File: src/common/capture_compare_array_unit_cfg.svh
`ifndef CC_ARRAY_CFG_SVH
`define CC_ARRAY_CFG_SVH

// Register byte addresses.
`define CC_OFS_TMR0 8'h00
`define CC_OFS_RLD0 8'h04
`define CC_OFS_TMR1 8'h08
`define CC_OFS_RLD1 8'h0C
`define CC_OFS_TCTRL 8'h10
`define CC_OFS_PINS 8'h14
`define CC_MODE_BASE 8'h40
`define CC_VAL_BASE 8'h80
`define CC_REGION_MASK 8'hC0
`define CC_IDX_MSB 5
`define CC_IDX_LSB 2

// Sizes.
`define CC_AW 8
`define CC_TW 16
`define CC_NCH 16
`define CC_HALF 8
`define CC_NEXT 2
`define CC_PRE_W 5
`define CC_STAG_CYC 8
`define CC_STAG_W 3
`define CC_TMAX 16'hFFFF

// Channel mode register fields.
`define CC_MREG_W 6
`define CC_MODE_MSB 2
`define CC_TSEL_BIT 3
`define CC_SINGLE_BIT 4
`define CC_DOUBLE_BIT 5
`define CC_MREG_RST 6'h00

// Timer control register fields.
`define CC_SEL_W 3
`define CC_TCTRL_STRIDE 4
`define CC_TCTRL_RUN 3
`define CC_STAG_BIT 8
`define CC_TCTRL_W 9
`define CC_TCTRL_RST 9'h000
`define CC_SEL_NEIGH 3'h6
`define CC_SEL_EXT 3'h7

`endif

File: src/common/capture_compare_array_unit_pkg.sv
package cc_array_pkg;

    typedef enum logic [2:0] {
        M_OFF, M_CAP_RISE, M_CAP_FALL, M_CAP_BOTH,
        M_CMP0, M_CMP1, M_CMP2, M_CMP3
    } chan_mode_t;

endpackage

File: src/common/timer_if.sv
`timescale 1ns/100ps
interface timer_if;
    logic [15:0] value;
    logic step;
    logic wrap;
    modport src (output value, output step, output wrap);
    modport dst (input value, input step, input wrap);
endinterface

File: src/verilog/capture_compare_array_unit.sv
`timescale 1ns/100ps
`include "capture_compare_array_unit_cfg.svh"
// Behaviour
// (RULE1) Sixteen channels; one-cycle resolution, eight cycles when staggered.
// (RULE2) Two independent 16-bit timers, each with its own reload register.
// (RULE3) Timer clock is a prescaled system clock or neighbour overflow.
// (RULE4) Timers can also count pulses on external count inputs.
// (RULE5) Each channel picks either timer and capture or compare use.
// (RULE6) Each channel owns one pin: capture input or compare output.
// (RULE7) Capture edge copies the allocated timer into the channel.
// (RULE8) Every capture raises that channel's interrupt request.
// (RULE9) Capture edge is rising, falling or both, per channel.
// (RULE10) Compare channels match continuously; the mode sets the action.
// (RULE11) Mode 0 interrupts on every match and leaves the pin alone.
// (RULE12) Mode 1 toggles the pin on every match.
// (RULE13) Mode 2 interrupts on at most one match per timer period.
// (RULE14) Mode 3 sets pin on match, clears on overflow, once per period.
// (RULE15) Double mode: two registers share one pin; either match toggles.
// (RULE16) Single event option stops compare events after the first one.
// (RULE17) On overflow a timer reloads from its reload register.
// (RULE18) Match means timer equals register, checked once per increment.
module capture_compare_array_unit
    import cc_array_pkg::*;
(
    // APB slave
    input wire logic pclk,
    input wire logic presetn,
    input wire logic psel,
    input wire logic penable,
    input wire logic pwrite,
    input wire logic [`CC_AW-1:0] paddr,
    input wire logic [31:0] pwdata,
    output logic [31:0] prdata,
    output logic pready,
    output logic pslverr,
    // Count sources
    input wire logic neigh_ovf,
    input wire logic [`CC_NEXT-1:0] ext_cnt_in,
    // Channel pins
    input wire logic [`CC_NCH-1:0] pin_in,
    output logic [`CC_NCH-1:0] pin_out,
    output logic [`CC_NCH-1:0] pin_oe,
    // Interrupt requests
    output logic [`CC_NCH-1:0] irq_req
);
    ////////////////////////////////////////////////////////////////////////
    logic [`CC_MREG_W-1:0] mode_reg [`CC_NCH];
    logic [`CC_TW-1:0] cc_reg [`CC_NCH];
    logic [`CC_TCTRL_W-1:0] tctrl_reg;
    logic [`CC_NCH-1:0] done_reg, fired_reg;
    logic [`CC_NCH-1:0] pin_next, oe_next;
    logic [`CC_NCH-1:0] ev, cap, wrap_ch;
    logic [`CC_NCH-1:0] mode_wr, val_wr;
    logic [`CC_NCH+`CC_NEXT-1:0] s_lvl, s_rise, s_fall;
    logic [`CC_TW-1:0] tval [2];
    logic [1:0] tstep, twrap;
    logic [`CC_TW-1:0] rld0, rld1;
    logic [31:0] rd_next;
    logic [3:0] idx;
    logic setup_ok, acc_wr, hit;

    timer_if tb0 ();
    timer_if tb1 ();

    ////////////////////////////////////////////////////////////////////////
    function automatic logic is_cmp(input logic [`CC_MREG_W-1:0] m);
        chan_mode_t md;
        md = chan_mode_t'(m[`CC_MODE_MSB:0]);
        return md == M_CMP0 || md == M_CMP1 || md == M_CMP2 ||
            md == M_CMP3;
    endfunction

    function automatic chan_mode_t mode_of(
        input logic [`CC_MREG_W-1:0] m);
        return chan_mode_t'(m[`CC_MODE_MSB:0]);
    endfunction

    function automatic logic in_region(input logic [`CC_AW-1:0] a,
        input logic [`CC_AW-1:0] base);
        return (a & `CC_REGION_MASK) == base;
    endfunction

    ////////////////////////////////////////////////////////////////////////
    // Pins and external count inputs come from outside the clock domain.
    pin_sync #(
        .W(`CC_NCH + `CC_NEXT)
    ) u_sync (
        .pclk(pclk),
        .presetn(presetn),
        .din({ext_cnt_in, pin_in}),
        .lvl(s_lvl),
        .rise(s_rise),
        .fall(s_fall)
    );

    cc_timer u_tmr0 (
        .pclk(pclk),
        .presetn(presetn),
        .sel(tctrl_reg[`CC_SEL_W-1:0]),
        .run(tctrl_reg[`CC_TCTRL_RUN]),
        .stag(tctrl_reg[`CC_STAG_BIT]),
        .neigh_ovf(neigh_ovf),
        .ext_rise(s_rise[`CC_NCH]),
        .wr_cnt(acc_wr && paddr == `CC_OFS_TMR0),
        .wr_rld(acc_wr && paddr == `CC_OFS_RLD0),
        .wdata(pwdata[`CC_TW-1:0]),
        .rld_reg(rld0),
        .tb(tb0)
    );

    cc_timer u_tmr1 (
        .pclk(pclk),
        .presetn(presetn),
        .sel(tctrl_reg[`CC_TCTRL_STRIDE +: `CC_SEL_W]),
        .run(tctrl_reg[`CC_TCTRL_STRIDE + `CC_TCTRL_RUN]),
        .stag(tctrl_reg[`CC_STAG_BIT]),
        .neigh_ovf(neigh_ovf),
        .ext_rise(s_rise[`CC_NCH + 1]),
        .wr_cnt(acc_wr && paddr == `CC_OFS_TMR1),
        .wr_rld(acc_wr && paddr == `CC_OFS_RLD1),
        .wdata(pwdata[`CC_TW-1:0]),
        .rld_reg(rld1),
        .tb(tb1)
    );

    assign tval[0] = tb0.value;
    assign tval[1] = tb1.value;
    assign tstep = {tb1.step, tb0.step};
    assign twrap = {tb1.wrap, tb0.wrap};

    ////////////////////////////////////////////////////////////////////////
    // APB decode. One wait state lets every answer come from a flip-flop.
    assign idx = paddr[`CC_IDX_MSB:`CC_IDX_LSB];
    assign setup_ok = psel & penable & ~pready;
    assign acc_wr = psel & penable & pready & pwrite & ~pslverr;

    always_comb begin
        hit = 1'b1;
        rd_next = '0;
        if (in_region(paddr, `CC_MODE_BASE)) begin
            rd_next[`CC_MREG_W-1:0] = mode_reg[idx];
        end else if (in_region(paddr, `CC_VAL_BASE)) begin
            rd_next[`CC_TW-1:0] = cc_reg[idx];
        end else begin
            case (paddr)
                `CC_OFS_TMR0: rd_next[`CC_TW-1:0] = tval[0];
                `CC_OFS_RLD0: rd_next[`CC_TW-1:0] = rld0;
                `CC_OFS_TMR1: rd_next[`CC_TW-1:0] = tval[1];
                `CC_OFS_RLD1: rd_next[`CC_TW-1:0] = rld1;
                `CC_OFS_TCTRL: rd_next[`CC_TCTRL_W-1:0] = tctrl_reg;
                `CC_OFS_PINS: rd_next = {s_lvl[`CC_NCH-1:0], pin_out};
                default: hit = 1'b0;
            endcase
        end
    end

    always_ff @(posedge pclk or negedge presetn) begin
        if (!presetn) begin
            pready <= 1'b0;
            pslverr <= 1'b0;
            prdata <= '0;
        end else begin
            pready <= setup_ok;
            pslverr <= setup_ok & ~hit;
            if (setup_ok) begin
                prdata <= pwrite ? '0 : rd_next;
            end
        end
    end

    always_comb begin
        for (int i = 0; i < `CC_NCH; i++) begin
            mode_wr[i] = acc_wr && in_region(paddr, `CC_MODE_BASE) &&
                idx == 4'(i);
            val_wr[i] = acc_wr && in_region(paddr, `CC_VAL_BASE) &&
                idx == 4'(i);
        end
    end

    always_ff @(posedge pclk or negedge presetn) begin
        if (!presetn) begin
            tctrl_reg <= `CC_TCTRL_RST;
        end else if (acc_wr && paddr == `CC_OFS_TCTRL) begin
            tctrl_reg <= pwdata[`CC_TCTRL_W-1:0];
        end
    end

    always_ff @(posedge pclk or negedge presetn) begin
        if (!presetn) begin
            for (int i = 0; i < `CC_NCH; i++) begin
                mode_reg[i] <= `CC_MREG_RST;
            end
        end else begin
            for (int i = 0; i < `CC_NCH; i++) begin
                if (mode_wr[i]) begin
                    mode_reg[i] <= pwdata[`CC_MREG_W-1:0]; // see (RULE5)
                end
            end
        end
    end

    ////////////////////////////////////////////////////////////////////////
    // Per-channel events.
    always_comb begin
        for (int i = 0; i < `CC_NCH; i++) begin
            logic ts;
            logic once;
            logic match;
            chan_mode_t md;
            ts = mode_reg[i][`CC_TSEL_BIT]; // see (RULE5)
            md = mode_of(mode_reg[i]);
            wrap_ch[i] = twrap[ts];
            match = is_cmp(mode_reg[i]) && tstep[ts] &&
                tval[ts] == cc_reg[i]; // see (RULE10) (RULE18)
            once = md == M_CMP2 || md == M_CMP3; // see (RULE13) (RULE14)
            ev[i] = match && !(once && fired_reg[i]) &&
                !(mode_reg[i][`CC_SINGLE_BIT] && done_reg[i]); // see (RULE16)
            case (md)
                M_CAP_RISE: cap[i] = s_rise[i]; // see (RULE9)
                M_CAP_FALL: cap[i] = s_fall[i]; // see (RULE9)
                M_CAP_BOTH: cap[i] = s_rise[i] | s_fall[i]; // see (RULE9)
                default: cap[i] = 1'b0;
            endcase
        end
    end

    // A capture wins over a software write to the same register.
    always_ff @(posedge pclk or negedge presetn) begin
        if (!presetn) begin
            for (int i = 0; i < `CC_NCH; i++) begin
                cc_reg[i] <= '0;
            end
        end else begin
            for (int i = 0; i < `CC_NCH; i++) begin
                if (cap[i]) begin
                    cc_reg[i] <= tval[mode_reg[i][`CC_TSEL_BIT]]; // see (RULE7)
                end else if (val_wr[i]) begin
                    cc_reg[i] <= pwdata[`CC_TW-1:0];
                end
            end
        end
    end

    // The period flag is set by an event and cleared by the allocated
    // timer's overflow; an event in the overflow cycle keeps it set.
    always_ff @(posedge pclk or negedge presetn) begin
        if (!presetn) begin
            fired_reg <= '0;
            done_reg <= '0;
        end else begin
            fired_reg <= ev | (fired_reg & ~wrap_ch); // see (RULE13)
            done_reg <= ev | (done_reg & ~mode_wr); // see (RULE16)
        end
    end

    ////////////////////////////////////////////////////////////////////////
    // Pin drive.
    always_comb begin
        pin_next = pin_out;
        oe_next = '0;
        for (int i = 0; i < `CC_NCH; i++) begin
            if (mode_of(mode_reg[i]) == M_CMP3 && wrap_ch[i]) begin
                pin_next[i] = 1'b0; // see (RULE14)
            end
        end
        for (int i = 0; i < `CC_NCH; i++) begin
            if (i >= `CC_HALF && mode_reg[i][`CC_DOUBLE_BIT]) begin
                if (ev[i]) begin
                    pin_next[i - `CC_HALF] =
                        ~pin_next[i - `CC_HALF]; // see (RULE15)
                end
                if (is_cmp(mode_reg[i])) begin
                    oe_next[i - `CC_HALF] = 1'b1; // see (RULE15)
                end
            end else begin
                if (ev[i] && mode_of(mode_reg[i]) == M_CMP1) begin
                    pin_next[i] = ~pin_next[i]; // see (RULE12)
                end else if (ev[i] && mode_of(mode_reg[i]) == M_CMP3) begin
                    pin_next[i] = 1'b1; // see (RULE14)
                end
                if (is_cmp(mode_reg[i])) begin
                    oe_next[i] = 1'b1; // see (RULE6)
                end
            end
        end
    end

    // Modes 0 and 2 only request interrupts, except on an upper channel in double mode, where a match toggles the partner's pin.
    always_ff @(posedge pclk or negedge presetn) begin
        if (!presetn) begin
            pin_out <= '0;
            pin_oe <= '0;
        end else begin
            pin_out <= pin_next; // see (RULE6) (RULE11)
            pin_oe <= oe_next; // see (RULE6)
        end
    end

    always_ff @(posedge pclk or negedge presetn) begin
        if (!presetn) begin
            irq_req <= '0;
        end else begin
            irq_req <= cap | ev; // see (RULE8) (RULE11) (RULE13)
        end
    end
endmodule

File: src/verilog/pin_sync.sv
`timescale 1ns/100ps
module pin_sync #(
    parameter int W = 1
) (
    // Clock and reset
    input wire logic pclk,
    input wire logic presetn,
    // Raw pins
    input wire logic [W-1:0] din,
    // Filtered level and edges
    output logic [W-1:0] lvl,
    output logic [W-1:0] rise,
    output logic [W-1:0] fall
);
    logic [W-1:0] s1_reg, s2_reg, s3_reg;
    logic [W-1:0] agree;

    if (W < 1) begin : g_chk
        $error("pin_sync needs at least one bit.");
    end

    assign agree = ~(s2_reg ^ s3_reg);

    always_ff @(posedge pclk or negedge presetn) begin
        if (!presetn) begin
            s1_reg <= '0;
            s2_reg <= '0;
            s3_reg <= '0;
        end else begin
            s1_reg <= din;
            s2_reg <= s1_reg;
            s3_reg <= s2_reg;
        end
    end

    // A change counts only once the two later stages agree.
    always_ff @(posedge pclk or negedge presetn) begin
        if (!presetn) begin
            lvl <= '0;
            rise <= '0;
            fall <= '0;
        end else begin
            rise <= agree & s3_reg & ~lvl;
            fall <= agree & ~s3_reg & lvl;
            lvl <= (agree & s3_reg) | (~agree & lvl);
        end
    end
endmodule

File: src/verilog/cc_timer.sv
`timescale 1ns/100ps
`include "capture_compare_array_unit_cfg.svh"
module cc_timer #(
    parameter int PRE_W = `CC_PRE_W
) (
    // Clock and reset
    input wire logic pclk,
    input wire logic presetn,
    // Count source control
    input wire logic [`CC_SEL_W-1:0] sel,
    input wire logic run,
    input wire logic stag,
    input wire logic neigh_ovf,
    input wire logic ext_rise,
    // Software access
    input wire logic wr_cnt,
    input wire logic wr_rld,
    input wire logic [`CC_TW-1:0] wdata,
    output logic [`CC_TW-1:0] rld_reg,
    // Time base
    timer_if.src tb
);
    logic [PRE_W-1:0] pre_reg;
    logic [PRE_W-1:0] mask;
    logic [`CC_STAG_W-1:0] phase_reg;
    logic [`CC_TW-1:0] cnt_reg;
    logic step_reg, wrap_reg, src, tick;

    if (PRE_W < `CC_PRE_W) begin : g_chk
        $error("Prescaler too narrow for the largest division.");
    end

    assign mask = PRE_W'((1 << sel) - 1);
    assign tb.value = cnt_reg;
    assign tb.step = step_reg;
    assign tb.wrap = wrap_reg;

    always_comb begin
        case (sel)
            `CC_SEL_NEIGH: src = neigh_ovf; // see (RULE3)
            `CC_SEL_EXT: src = ext_rise; // see (RULE4)
            default: src = (pre_reg & mask) == '0; // see (RULE3)
        endcase
    end

    // Staggered operation only lets one cycle in eight count, so sources
    // pulsing on other phases are missed.
    assign tick = run & src & (~stag | (phase_reg == '0)); // see (RULE1)

    always_ff @(posedge pclk or negedge presetn) begin
        if (!presetn) begin
            pre_reg <= '0;
            phase_reg <= '0;
        end else begin
            pre_reg <= pre_reg + 1'b1;
            phase_reg <= phase_reg + 1'b1;
        end
    end

    always_ff @(posedge pclk or negedge presetn) begin
        if (!presetn) begin
            rld_reg <= '0;
        end else if (wr_rld) begin
            rld_reg <= wdata;
        end
    end

    // Software writes win over a count in the same cycle.
    always_ff @(posedge pclk or negedge presetn) begin
        if (!presetn) begin
            cnt_reg <= '0;
            step_reg <= 1'b0;
            wrap_reg <= 1'b0;
        end else begin
            step_reg <= tick & ~wr_cnt;
            wrap_reg <= tick & ~wr_cnt & (cnt_reg == `CC_TMAX);
            if (wr_cnt) begin
                cnt_reg <= wdata;
            end else if (tick) begin
                if (cnt_reg == `CC_TMAX) begin
                    cnt_reg <= rld_reg; // see (RULE17)
                end else begin
                    cnt_reg <= cnt_reg + 1'b1; // see (RULE2)
                end
            end
        end
    end
endmodule

File: config.mk
export PLATFORM = sky130hd
export DESIGN_NAME = capture_compare_array_unit
export DESIGN_NICKNAME = d
export VERILOG_FILES = /design/src/common/capture_compare_array_unit_pkg.sv /design/src/common/timer_if.sv /design/src/verilog/capture_compare_array_unit.sv /design/src/verilog/pin_sync.sv /design/src/verilog/cc_timer.sv
export VERILOG_INCLUDE_DIRS = /design/src /design/src/common
export SDC_FILE = /design/constraint.sdc
export NUM_CORES = 2
export LEC_CHECK = 0
export BUFFER_PORTS_ARGS = -buffer_cell sky130_fd_sc_hd__buf_4
export CORE_MARGIN = 8
export CORE_UTILIZATION = 30
export CTS_CLUSTER_DIAMETER = 40
export DETAILED_ROUTE_END_ITERATION = 10
export PLACE_DENSITY = 0.54
export SYNTH_ARGS = -nofsm -noshare
export SYNTH_HDL_FRONTEND = slang
export SYNTH_SLANG_ARGS = --single-unit
export TNS_END_PERCENT = 50
File: constraint.sdc
create_clock -name pclk -period 3.2 [get_ports pclk]
set_input_delay 0.48 -clock pclk [delete_from_list [all_inputs] [get_ports pclk]]
set_output_delay 0.48 -clock pclk [all_outputs]
set_load 0.03 [all_outputs]
==> impl_metrics.toml <==
[run_status]
outcome = "complete, no violations"

[floorplan]
die_w_um = 373
dieArea_um2 = 139000
fp.coreArea_um2 = 127000
num_rows = 131
initial_utilization_pct = 30.1
ioPinCount = 146
die_h_um = 373

[timing]
max_slew_margin_pct = 34.1
setup_tns_ns = 0
final_hold_viol_count = 0
drv_slew = 0
worst_slew_pin_slew_ns = 0.985
setup-violations-final = 0
finalCriticalPeriod_ns = 3.09
fin_skew_ns = 0.0309
holdWs_ns = 0.207
min_period_over_period_pct = 96.6
rsz0062_at_grt = "false"
max_freq_mhz = 324

[setup_path]
path_max_fanout = 14
crit_chain = "mux2i_1 -> xnor2_1 -> nor4_1 -> buf_4 -> nand3_1 -> nor4_2 -> buf_4 -> nand2_1 -> xnor2_1"
slowest_delay_ns = 0.78
critPathBufInv = 2
crit_path_end_kind = "flop"
crit_start = "u_tmr0.tb.value[14]"
critPathTopFamily = "simple AND/OR/NAND/NOR gates"
worstPathRequired_ns = 3.77
critical_path_class = "reg2reg"
crit_path_start_kind = "flop"
cp_slowest_cell = "dfrtp_1"
r2r_slack_ns = 0.11
r2r-start = "u_tmr0.tb.value[14]"
crit_arrival_ns = 3.66

[global_route]
grt_overflow = 0
grt_max_degree = 103
track_usage_pct = 20.2
grt_pass1_wl_um = 214000
grt_pass1_vias = 30248
antenna_found_initial = 3

[drt]
vias_per_cell = 5.50
routed_wirelength_um = 145000
vias = 30826
firstDrtPassIters = 6
drt-initial-drc-count = 2907
ant_nets = 0
wl_per_cell_um = 26.0
drcViolationCount = 0

[synth]
synth.area.top_cells = "dfrtp_1, mux2i_1, mux2_2"
synthesis.nets = 3745
synth_area_um2 = 38200
yosys.area.top_type = "dfrtp_1"
avgSynthCellArea_um2 = 10.5
async_flop_share_pct = 100
seq_area_frac_synth_pct = 43.6
ys_top_cells_by_count = "dfrtp_1, mux2i_1, nand2_1"
yosys_warnings = 0
synth.most_common_cell = "dfrtp_1"
synthFlopType = "dfrtp_1"
ys_types = 61
synth_top_area_share_pct = 43.6
synth_edf_count = 0
ys_ff_latch = 665
synth_cells = 3639

[layout]
largest_register_ffs = 256
stdcell_area_um2 = 46500
drive_gt1_share_pct = 24.7
final_nets = 3949
syn2layout_area_growth_pct = 21.8

[power]
switchingPower_mw = 6.98
finalPower_mw = 24.6
p_leak_nw = 20.1
p_seq_share_pct = 37.6
p_int_mw = 17.6
power_frac_comb_pct = 11.7
power.share.clock_pct = 50.6
cellPowerDensity_nw_per_um2 = 530
vdd_drop_max_mv = 0.480
swShare_pct = 28.4

[clocking]
cts_tree = "built"
clk_pin_slew_ns = 0.06
cts_buffer_depth = 3
clk_latency_ns = 0.70
post_cts_resized = 0
cts_setup_buffers = 0
cts-htree-levels = 3
cts_sinks = 665
cts_buffers = 113
root_buffer = "clkbuf_16"
hold_buffers = 19

[placed_design]
gp_congestion = 0.930
io_buffers = 129
dp_hpwl_um = 104000
dpl_cell_area_um2 = 42400

[flow_run]
maxCapViolations = 0

[worst_hold_path]
hp-class = "in2reg"
min_from = "pwdata[15]"
==> layout by cell type, fill, tap and decap left out, drive strengths merged, types with 42 or more instances in the layout <==
| cell | n |
|---|---|
| dfrtp | 665 |
| buf | 379 |
| mux2i | 306 |
| nand2 | 289 |
| a21oi | 253 |
| xnor2 | 232 |
| mux2 | 225 |
| o21ai | 206 |
| nor2 | 172 |
| clkbuf | 131 |
| a211oi | 118 |
| mux4 | 103 |
| nor2b | 89 |
| and3 | 76 |
| inv | 75 |
| nand3 | 70 |
| nor4 | 61 |
| a22oi | 57 |
| xor2 | 42 |
| ha | 42 |
==> final cells by class <==
cell class	instances	area, µm²
Sequential cell	665	16600
Clock inverter	82	867
Inverter	47	176
Antenna cell	1	2.50
Clock buffer	131	3040
Multi-Input combinational cell	2618	20200
Tap cell	1662	2080
Timing Repair Buffer	398	3500
Fill cell	12657	80400
==> power by group through the flow <==
stage,logic [mW],registers (mW),clock network (mW)
floorplan,1.58,9.27,0
global placement,2.79,9.39,0
detailed placement,2.81,9.40,0
CTS,2.84,9.26,12.6
global route,3.08,9.32,13.0
finish,2.89,9.27,12.5
==> layer usage <==
metal	share of wire [%]	global-route usage, %
met5	0.0089	0
met4	5.6	10.0
met3	7.7	4.17
met2	44	30.4
met1	43	27.5
==> worst reg2reg max path: stages (launching register included) <==
cell and delay, ns:
dfrtp_1 0.78, mux2i_1 0.24, xnor2_1 0.20, nor4_1 0.38, buf_4 0.19, nand3_1 0.17
nor4_2 0.41, buf_4 0.17, nand2_1 0.22, xnor2_1 0.20
==> metrics by stage <==
step	std cells	setup WS, ns	util, %
final	5604	0.109	36.6
after global routing	5603	0.0647	36.6
after CTS	5603	0.173	36.6
after detailed placement	5371	0.0444	33.4
after global placement	5371	0.171	33.4
after floorplan	3639	0.657	-
==> cell families (layout without fill, tap and decap cells) <==
group                      after synthesis  count (layout)  synth area share (%)
and+or+nand+nor                        880             880                  11.5
AOI/OAI and AO/OA                      788             788                  12.7
DFF                                    665             665                  43.6
muxes                                  634             634                  20.7
buffers and inverters                  356             658                  3.73
xor gates and xnor gates               274             274                  6.29
adders and majority gates               42              42                  1.38
other                                    0               1                     0
==> worst paths after layout <==
check / endpoint / depth (start not counted)
setup / recovery: pin_out[7] / 9
hold / removal: u_tmr0.tb.value[15] / 3
setup reg to reg: pin_out[7] / 9
hold reg to reg: u_sync.s2_reg[11] / 0
max in group asynchronous: cc_reg[179] / 3
min in group asynchronous: async pin / 2
(Power assumes the default switching activity.)
